**src/cpsd_pkg.sv**
```systemverilog
// constants for the four-port secondary select decoder
// assumes one clock domain and host address lines sampled on clk
`default_nettype none
package cpsd_pkg;
  localparam int unsigned BASE_W      = 6;
  localparam int unsigned IDX_W       = 5;
  localparam int unsigned LATCH_W     = 8;
  localparam int unsigned LATCH_IDX_W = 3;
  localparam int unsigned DIAL_IN_W   = 5;
  localparam int unsigned SW_W        = 2;
  localparam int unsigned CTRL_BITS   = 32;
  // bit select line carrying address line A10
  localparam int unsigned A10_POS     = 4;
  localparam logic [LATCH_W-1:0] LATCH_CLEAR = 8'h00;
  // port A output latch bit map
  localparam int unsigned LED_BIT     = 0;
  localparam int unsigned DTR_BIT     = 1;
  // port A modem input mux map
  localparam logic [LATCH_IDX_W-1:0] MUX_DSR = 3'h0;
  localparam logic [LATCH_IDX_W-1:0] MUX_RI  = 3'h1;
  localparam logic [LATCH_IDX_W-1:0] MUX_SW0 = 3'h2;
  localparam logic [LATCH_IDX_W-1:0] MUX_SW1 = 3'h3;
endpackage : cpsd_pkg
`default_nettype wire

```
**src/cpsd_addr_latch.sv**
```systemverilog
// eight-bit addressable output latch
// assumes sel_n already includes the bit-write strobe
`default_nettype none
module cpsd_addr_latch
  import cpsd_pkg::*;
(
  input  wire logic                   clk,
  input  wire logic                   clear,
  input  wire logic                   sel_n,
  input  wire logic [LATCH_IDX_W-1:0] index,
  input  wire logic                   data,
  output logic      [LATCH_W-1:0]     q
);
  always_ff @(posedge clk) begin
    if (clear) begin
      q <= LATCH_CLEAR;
    end else if (!sel_n) begin
      q[index] <= data;
    end
  end
endmodule : cpsd_addr_latch
`default_nettype wire

```
**src/cpsd_bit_mux.sv**
```systemverilog
// eight-to-one bit input selector
// assumes a disabled selector returns zero
`default_nettype none
module cpsd_bit_mux
  import cpsd_pkg::*;
(
  input  wire logic [LATCH_W-1:0]     din,
  input  wire logic [LATCH_IDX_W-1:0] index,
  input  wire logic                   sel_n,
  output logic                        bit_out
);
  assign bit_out = !sel_n && din[index];
endmodule : cpsd_bit_mux
`default_nettype wire

```
**src/cpsd_decoder.sv**
```systemverilog
// secondary select decoder and bit-input return for four serial ports
// assumes host address, strobe and switch inputs are synchronous to clk
// Contract
// any primary select raises port enable valid
// any primary select enables return buffer
// no select: return off, selects high
// B-D select needs valid, primary, address term
// A9- high selects that port's controller
// A9- low selects that port's misc target
// port A idle keeps its selects high
// port A, A9- low enables lower group
// strobe and A10 high select dialer latch
// A10 high, strobe low: dialer input mux
// A10 low, strobe low: modem input mux
// A10 low, strobe high: LED latch
// port A, A9- high selects controller
// controller window 32 bits on A10-A14
// controller wiring: selects, enable, serial lines
// port A latch drives LED and DTR
// port A mux returns DSR, RI, switches
// primary select on A3-A8 base match
// I/O clear empties output latches
// selects combinational, one target per port
`default_nettype none
module cpsd_decoder
  import cpsd_pkg::*;
(
  input  wire logic                 clk,
  input  wire logic                 rst,
  input  wire logic                 io_clear_n,
  input  wire logic [BASE_W-1:0]    addr_base,
  input  wire logic                 addr_a9_n,
  input  wire logic [IDX_W-1:0]     bit_select_lines,
  input  wire logic                 bit_write_strobe,
  input  wire logic                 serial_bit_out,
  input  wire logic [BASE_W-1:0]    base_sw_a,
  input  wire logic [BASE_W-1:0]    base_sw_b,
  input  wire logic [BASE_W-1:0]    base_sw_c,
  input  wire logic [BASE_W-1:0]    base_sw_d,
  input  wire logic                 ctrl_bit_in_a,
  input  wire logic                 ctrl_bit_in_b,
  input  wire logic                 ctrl_bit_in_c,
  input  wire logic                 ctrl_bit_in_d,
  input  wire logic                 misc_bit_in_b,
  input  wire logic                 misc_bit_in_c,
  input  wire logic                 misc_bit_in_d,
  input  wire logic                 modem_dsr_a_n,
  input  wire logic                 modem_ri_a_n,
  input  wire logic [SW_W-1:0]      switch_data_a,
  input  wire logic [DIAL_IN_W-1:0] dialer_in,
  output logic                      primary_sel_port_a,
  output logic                      primary_sel_port_b,
  output logic                      primary_sel_port_c,
  output logic                      primary_sel_port_d,
  output logic                      port_enable_valid,
  output logic                      return_enable_n,
  output logic                      serial_bit_in,
  output logic                      serial_bit_in_oe,
  output logic [IDX_W-1:0]          ctrl_bit_select,
  output logic                      ctrl_cs_port_a_n,
  output logic                      ctrl_cs_port_b_n,
  output logic                      ctrl_cs_port_c_n,
  output logic                      ctrl_cs_port_d_n,
  output logic                      misc_sel_port_b_n,
  output logic                      misc_sel_port_c_n,
  output logic                      misc_sel_port_d_n,
  output logic                      lower_group_enable_n,
  output logic                      modem_in_mux_sel_n,
  output logic                      dialer_in_mux_sel_n,
  output logic                      led_latch_sel_n,
  output logic                      dialer_out_latch_sel_n,
  output logic [LATCH_W-1:0]        port_a_latch,
  output logic [LATCH_W-1:0]        dialer_latch,
  output logic                      led_a,
  output logic                      dtr_a
);
  import cpsd_pkg::*;

  // three-input nand of the port decoder
  function automatic logic sel_nand(input logic valid, input logic prim, input logic term);
    sel_nand = !(valid && prim && term);
  endfunction : sel_nand

  logic                   a10;
  logic [LATCH_IDX_W-1:0] sub_index;
  logic                   latch_clear;
  logic                   modem_bit;
  logic                   dialer_bit;
  logic [LATCH_W-1:0]     modem_din;
  logic [LATCH_W-1:0]     dialer_din;

  assign a10       = bit_select_lines[A10_POS];
  assign sub_index = bit_select_lines[LATCH_IDX_W-1:0];

  // base address compare per port
  assign primary_sel_port_a = (addr_base == base_sw_a);
  assign primary_sel_port_b = (addr_base == base_sw_b);
  assign primary_sel_port_c = (addr_base == base_sw_c);
  assign primary_sel_port_d = (addr_base == base_sw_d);

  // enable validator
  assign port_enable_valid = primary_sel_port_a || primary_sel_port_b
                          || primary_sel_port_c || primary_sel_port_d;
  assign return_enable_n   = !port_enable_valid;
  assign serial_bit_in_oe  = !return_enable_n;

  // controller bit select lines, A10 first
  assign ctrl_bit_select = bit_select_lines;

  // ports B, C, D decoder
  assign ctrl_cs_port_b_n  = sel_nand(port_enable_valid, primary_sel_port_b, addr_a9_n);
  assign ctrl_cs_port_c_n  = sel_nand(port_enable_valid, primary_sel_port_c, addr_a9_n);
  assign ctrl_cs_port_d_n  = sel_nand(port_enable_valid, primary_sel_port_d, addr_a9_n);
  assign misc_sel_port_b_n = sel_nand(port_enable_valid, primary_sel_port_b, !addr_a9_n);
  assign misc_sel_port_c_n = sel_nand(port_enable_valid, primary_sel_port_c, !addr_a9_n);
  assign misc_sel_port_d_n = sel_nand(port_enable_valid, primary_sel_port_d, !addr_a9_n);

  // port A upper section, gated by the companion enable
  assign lower_group_enable_n = return_enable_n || !primary_sel_port_a || addr_a9_n;
  assign ctrl_cs_port_a_n     = return_enable_n || !primary_sel_port_a || !addr_a9_n;

  // port A lower section
  assign dialer_out_latch_sel_n = lower_group_enable_n || !(a10 && bit_write_strobe);
  assign dialer_in_mux_sel_n    = lower_group_enable_n || !(a10 && !bit_write_strobe);
  assign modem_in_mux_sel_n     = lower_group_enable_n || !(!a10 && !bit_write_strobe);
  assign led_latch_sel_n        = lower_group_enable_n || !(!a10 && bit_write_strobe);

  // board clear empties the output latches
  assign latch_clear = rst || !io_clear_n;

  cpsd_addr_latch u_led_latch (
    .clk   (clk),
    .clear (latch_clear),
    .sel_n (led_latch_sel_n),
    .index (sub_index),
    .data  (serial_bit_out),
    .q     (port_a_latch)
  );

  cpsd_addr_latch u_dialer_latch (
    .clk   (clk),
    .clear (latch_clear),
    .sel_n (dialer_out_latch_sel_n),
    .index (sub_index),
    .data  (serial_bit_out),
    .q     (dialer_latch)
  );

  assign led_a = port_a_latch[LED_BIT];
  assign dtr_a = port_a_latch[DTR_BIT];

  // modem and switch levels for port A
  always_comb begin
    modem_din          = '0;
    modem_din[MUX_DSR] = !modem_dsr_a_n;
    modem_din[MUX_RI]  = !modem_ri_a_n;
    modem_din[MUX_SW0] = switch_data_a[0];
    modem_din[MUX_SW1] = switch_data_a[1];
  end

  assign dialer_din = {{(LATCH_W-DIAL_IN_W){1'b0}}, dialer_in};

  cpsd_bit_mux u_modem_mux (
    .din     (modem_din),
    .index   (sub_index),
    .sel_n   (modem_in_mux_sel_n),
    .bit_out (modem_bit)
  );

  cpsd_bit_mux u_dialer_mux (
    .din     (dialer_din),
    .index   (sub_index),
    .sel_n   (dialer_in_mux_sel_n),
    .bit_out (dialer_bit)
  );

  // shared bit-input return path
  always_comb begin
    serial_bit_in = 1'b0;
    if (serial_bit_in_oe) begin
      serial_bit_in = (!ctrl_cs_port_a_n && ctrl_bit_in_a)
                   || (!ctrl_cs_port_b_n && ctrl_bit_in_b)
                   || (!ctrl_cs_port_c_n && ctrl_bit_in_c)
                   || (!ctrl_cs_port_d_n && ctrl_bit_in_d)
                   || (!misc_sel_port_b_n && misc_bit_in_b)
                   || (!misc_sel_port_c_n && misc_bit_in_c)
                   || (!misc_sel_port_d_n && misc_bit_in_d)
                   || modem_bit || dialer_bit;
    end
  end
endmodule : cpsd_decoder
`default_nettype wire

```
**config.mk**
```make
export PLATFORM = sky130hd
export DESIGN_NAME = cpsd_decoder
export DESIGN_NICKNAME = d
export VERILOG_FILES = /design/src/cpsd_pkg.sv /design/src/cpsd_addr_latch.sv /design/src/cpsd_bit_mux.sv /design/src/cpsd_decoder.sv
export SDC_FILE = /design/constraint.sdc
export NUM_CORES = 1
export LEC_CHECK = 0
export BUFFER_PORTS_ARGS = -buffer_cell sky130_fd_sc_hd__buf_2
export CAP_MARGIN = 20
export CORE_AREA = 2 2 59 61
export CTS_BUF_LIST = sky130_fd_sc_hd__clkbuf_16
export DETAILED_ROUTE_END_ITERATION = 6
export DIE_AREA = 0 0 61 63
export PLACE_DENSITY = 0.84
export SYNTH_ARGS = -nofsm -noshare
export SYNTH_HDL_FRONTEND = slang
export SYNTH_SLANG_ARGS = --single-unit
```
**constraint.sdc**
```tcl
create_clock -name clk -period 6 [get_ports clk]
set_clock_uncertainty 0.15 [all_clocks]
set_input_delay 1.5 -clock clk [delete_from_list [all_inputs] [get_ports clk]]
set_output_delay 1.5 -clock clk [all_outputs]
set_load 0.1 [all_outputs]
```
==> results.md <==
* Core area at ~3200 sq um
* Transition at the pin with the smallest max-transition slack at 1.12 ns
* Initial cell density of the core at 41.9%
* Final core utilization at roughly 58%
* Library cell used as clock root buffer: clkbuf_16
* Most area-hungry cell type in the Yosys netlist: dfxtp_1
* Latest clock arrival within the worst-skew pair at 0.24 ns
* Maximum number of pins on one net before global-route repair at 22
* Htree depth at 1
* CTS tree: yes
* Die width at 61 um
* Detailed placer's ending HPWL at between 2 and 3 mm
* Setup violation total in the final timing report at 0
* Post-synthesis adder-cell area fraction at 0%
* Number of max-capacitance violations reported at 0
* Syn Inst Count at 168
* Detailed-route wire length per cell at 12.3 um
* Post-CTS Setup Repair Bufs at 0
* FFs w/ async S/R, synth at 0%
* Number of clock sinks at 16
* Synthesized flop and latch total at 16
* Top-area cell type share of the netlist area at 23.7%
* Storage element area at 320 sq um
* Type of element launching the critical path: primary input
* Launching element of the worst setup path: addr_base[2]
* Simple-gate share of the synthesized area at 30.1%
* Final hold viol count at 0
* Number of global-route vias before repair at 1,302
* Synthesis Warnings at 0
* Final Instance Count excl. Fillers at about 290
* Post-layout min period at 4.67 ns
* Layout overhead on the synthesized area at 37.9%
* Static leakage power at just over 0.9 nW
* Filler cell count at ~300
* Setup total negative slack at 0 ns
* Ant diodes at 0
* CTS Buf Count at 3
* Design area at 1870 sq um
* Die outline area at 3840 sq um
* Height of the die at between 60 and 70 um
* Maximum vdd ir drop at 160 uV
* Top cells by area in the synthesized netlist: dfxtp_1, xnor2_1, mux2i_1
* FP Rows at 21
* Main combinational cell family by area after synthesis: simple AND/OR/NAND/NOR gates
* Worst slack, placed at 1.32 ns
* Hold buffer count at cts at 0
* Dominant register cell in the synthesized netlist: dfxtp_1
* Post-synthesis xor/xnor area fraction at approximately 17%
* Fin worst setup slack at 1.33 ns
* Number of placed I/O pins at 100
* Fraction of layout cells with a size suffix above 1 at 46.8%
* NumNets Final at about 300
* Data required time at the worst endpoint at 4.35 ns
* Net Count, Synth at roughly 230
* Final ANT Viol Nets at 0
* Area used by multi-input combinational logic at 906 sq um
* Resized Gates After CTS at 0
* DRT Wirelength at 3.62 mm
* Classification of the worst-slack hold path: reg -> reg
* Number of detailed-routing iterations run before antenna repair at 4
* Number of antenna violations at the first check in global routing at 0
* Slew HR at about a quarter
* Placer congestion estimate at 0.815
* Worst flop-to-flop path startpoint: u_led_latch.q[5]$_SDFFE_PP0P_
* Mapped cell area at about 1400 sq um
* Run status: completed
* Cell area reported after detailed placement at 1790 sq um
* Final Max Slew Viols at 0
* Peak clock frequency supported by timing at 214 MHz
* Ratio of total power to cell area at around 180 nW/um^2
* DR vias at 1,461
* Number of distinct library cell variants in the gate-level netlist after synthesis at 37
* Data arrival, critical path at 3.02 ns
* Number of flops mapped to enable cells by yosys at 0
* Sequential share of the synthesized area at about a quarter
* Fraction of synthesized area in multiplexers at 12.7%
* Critical path type: in -> out
* Placed cells at 290
* Largest fanout on the critical path at 6
* Setup repair after global routing missed its margin: no
* Via/cell ratio at just under 5
* Buffer levels on the longest clock path at 2
* Quantity of I/O buffers inserted on ports at 97
* Clock transition time at the flip-flop clock pins of the worst setup and hold paths at 0.05 ns
* Global-route wire length before repair at 5.71 mm
* Remaining DRCs at 0
* Post-synthesis compound-gate area fraction at 6.28%
* Sum of overflow across all layers after global routing at 0
* Fin crit share at 77.9%
* Hold Crit Start: u_led_latch.q[3]$_SDFFE_PP0P_
* Total GRT Usage at 19.0%
* Syn_area_per_cell at 8.06 sq um
* Initial DRC count at 55
* Worst setup EP type: output port
[cells in the mapped netlist, drive strengths merged (3+ instances only)]
cell type	count
xnor2	22
nand2	24
nor2	11
inv	3
nand4	20
buf	16
clkbuf	6
mux2i	16
nand3	3
nor3	3
or3	4
nor2b	4
dfxtp	16
[state kept, by name, summed over array words and instances (netlist names)]
register	count
u_led_latch.q	8
u_dialer_latch.q	8
[final timing paths]
path / end / slack [ns] / cells after the start
min: u_led_latch.q[3]$_SDFFE_PP0P_ / 0.31 / 2
max: serial_bit_in / 1.33 / 7
max reg2reg: u_led_latch.q[5]$_SDFFE_PP0P_ / 5.17 / 2
min reg2reg: u_led_latch.q[3]$_SDFFE_PP0P_ / 0.31 / 2
[per-stage QoR]
stage / power (mW) / hold slack (ns)
detailed placement: 0.214 / 0.298
CTS: 0.341 / 0.311
floorplan: 0.191 / 0.738
finish: 0.338 / 0.307
global placement: 0.213 / 0.295
global route: 0.354 / 0.325
[layer usage]
| metal | share of wire, % | routed length [um] | track usage (%) |
|---|---|---|---|
| met1 | 41 | 1500 | 24.1 |
| met5 | 0 | 0 | 0 |
| met2 | 51 | 1850 | 32.3 |
| met4 | 1.0 | 37 | 5.98 |
| met3 | 6.5 | 234 | 2.69 |
[final cells by class]
class,instances,share of cell area [%]
clock buffers,3,4.02
clock inverters,1,0.201
inverters,3,0.603
multi-input cells,127,48.5
flip-flops and latches,16,17.2
well taps,46,3.08
repair buffers,98,26.4
[worst max-delay path, cell delays in order]
cell and delay (ns):
buf_2 0.15, xnor2_1 0.17, nand4_1 0.16, nor3_4 0.24, a2111oi_0 0.17, a22oi_2 0.19, buf_2 0.44
[kinds of logic after synthesis]
family          Yosys count
mux                      17
buf+inv                  25
xor+xnor                 24
compound gates           11
flops                    16
simple gates             75
[cells in the final DEF (no fill, tap or decap), drive strengths merged, types with 4 or more instances in the layout]
cell and instances:
buf 98, dfxtp 16, or3 4, nor2b 4, xnor2 22, nand4 20
mux2i 16, nor2 11, nand2 24
[power breakdown]
group | total (mW) | leakage [nW] | switching [mW] | internal, mW
sequential | 0.107 | 0.129 | 0.00000510 | 0.107
combinational | 0.105 | 0.747 | 0.0708 | 0.0344
clock | 0.127 | 0.0385 | 0.0385 | 0.0881
(Power assumes the default switching activity.)
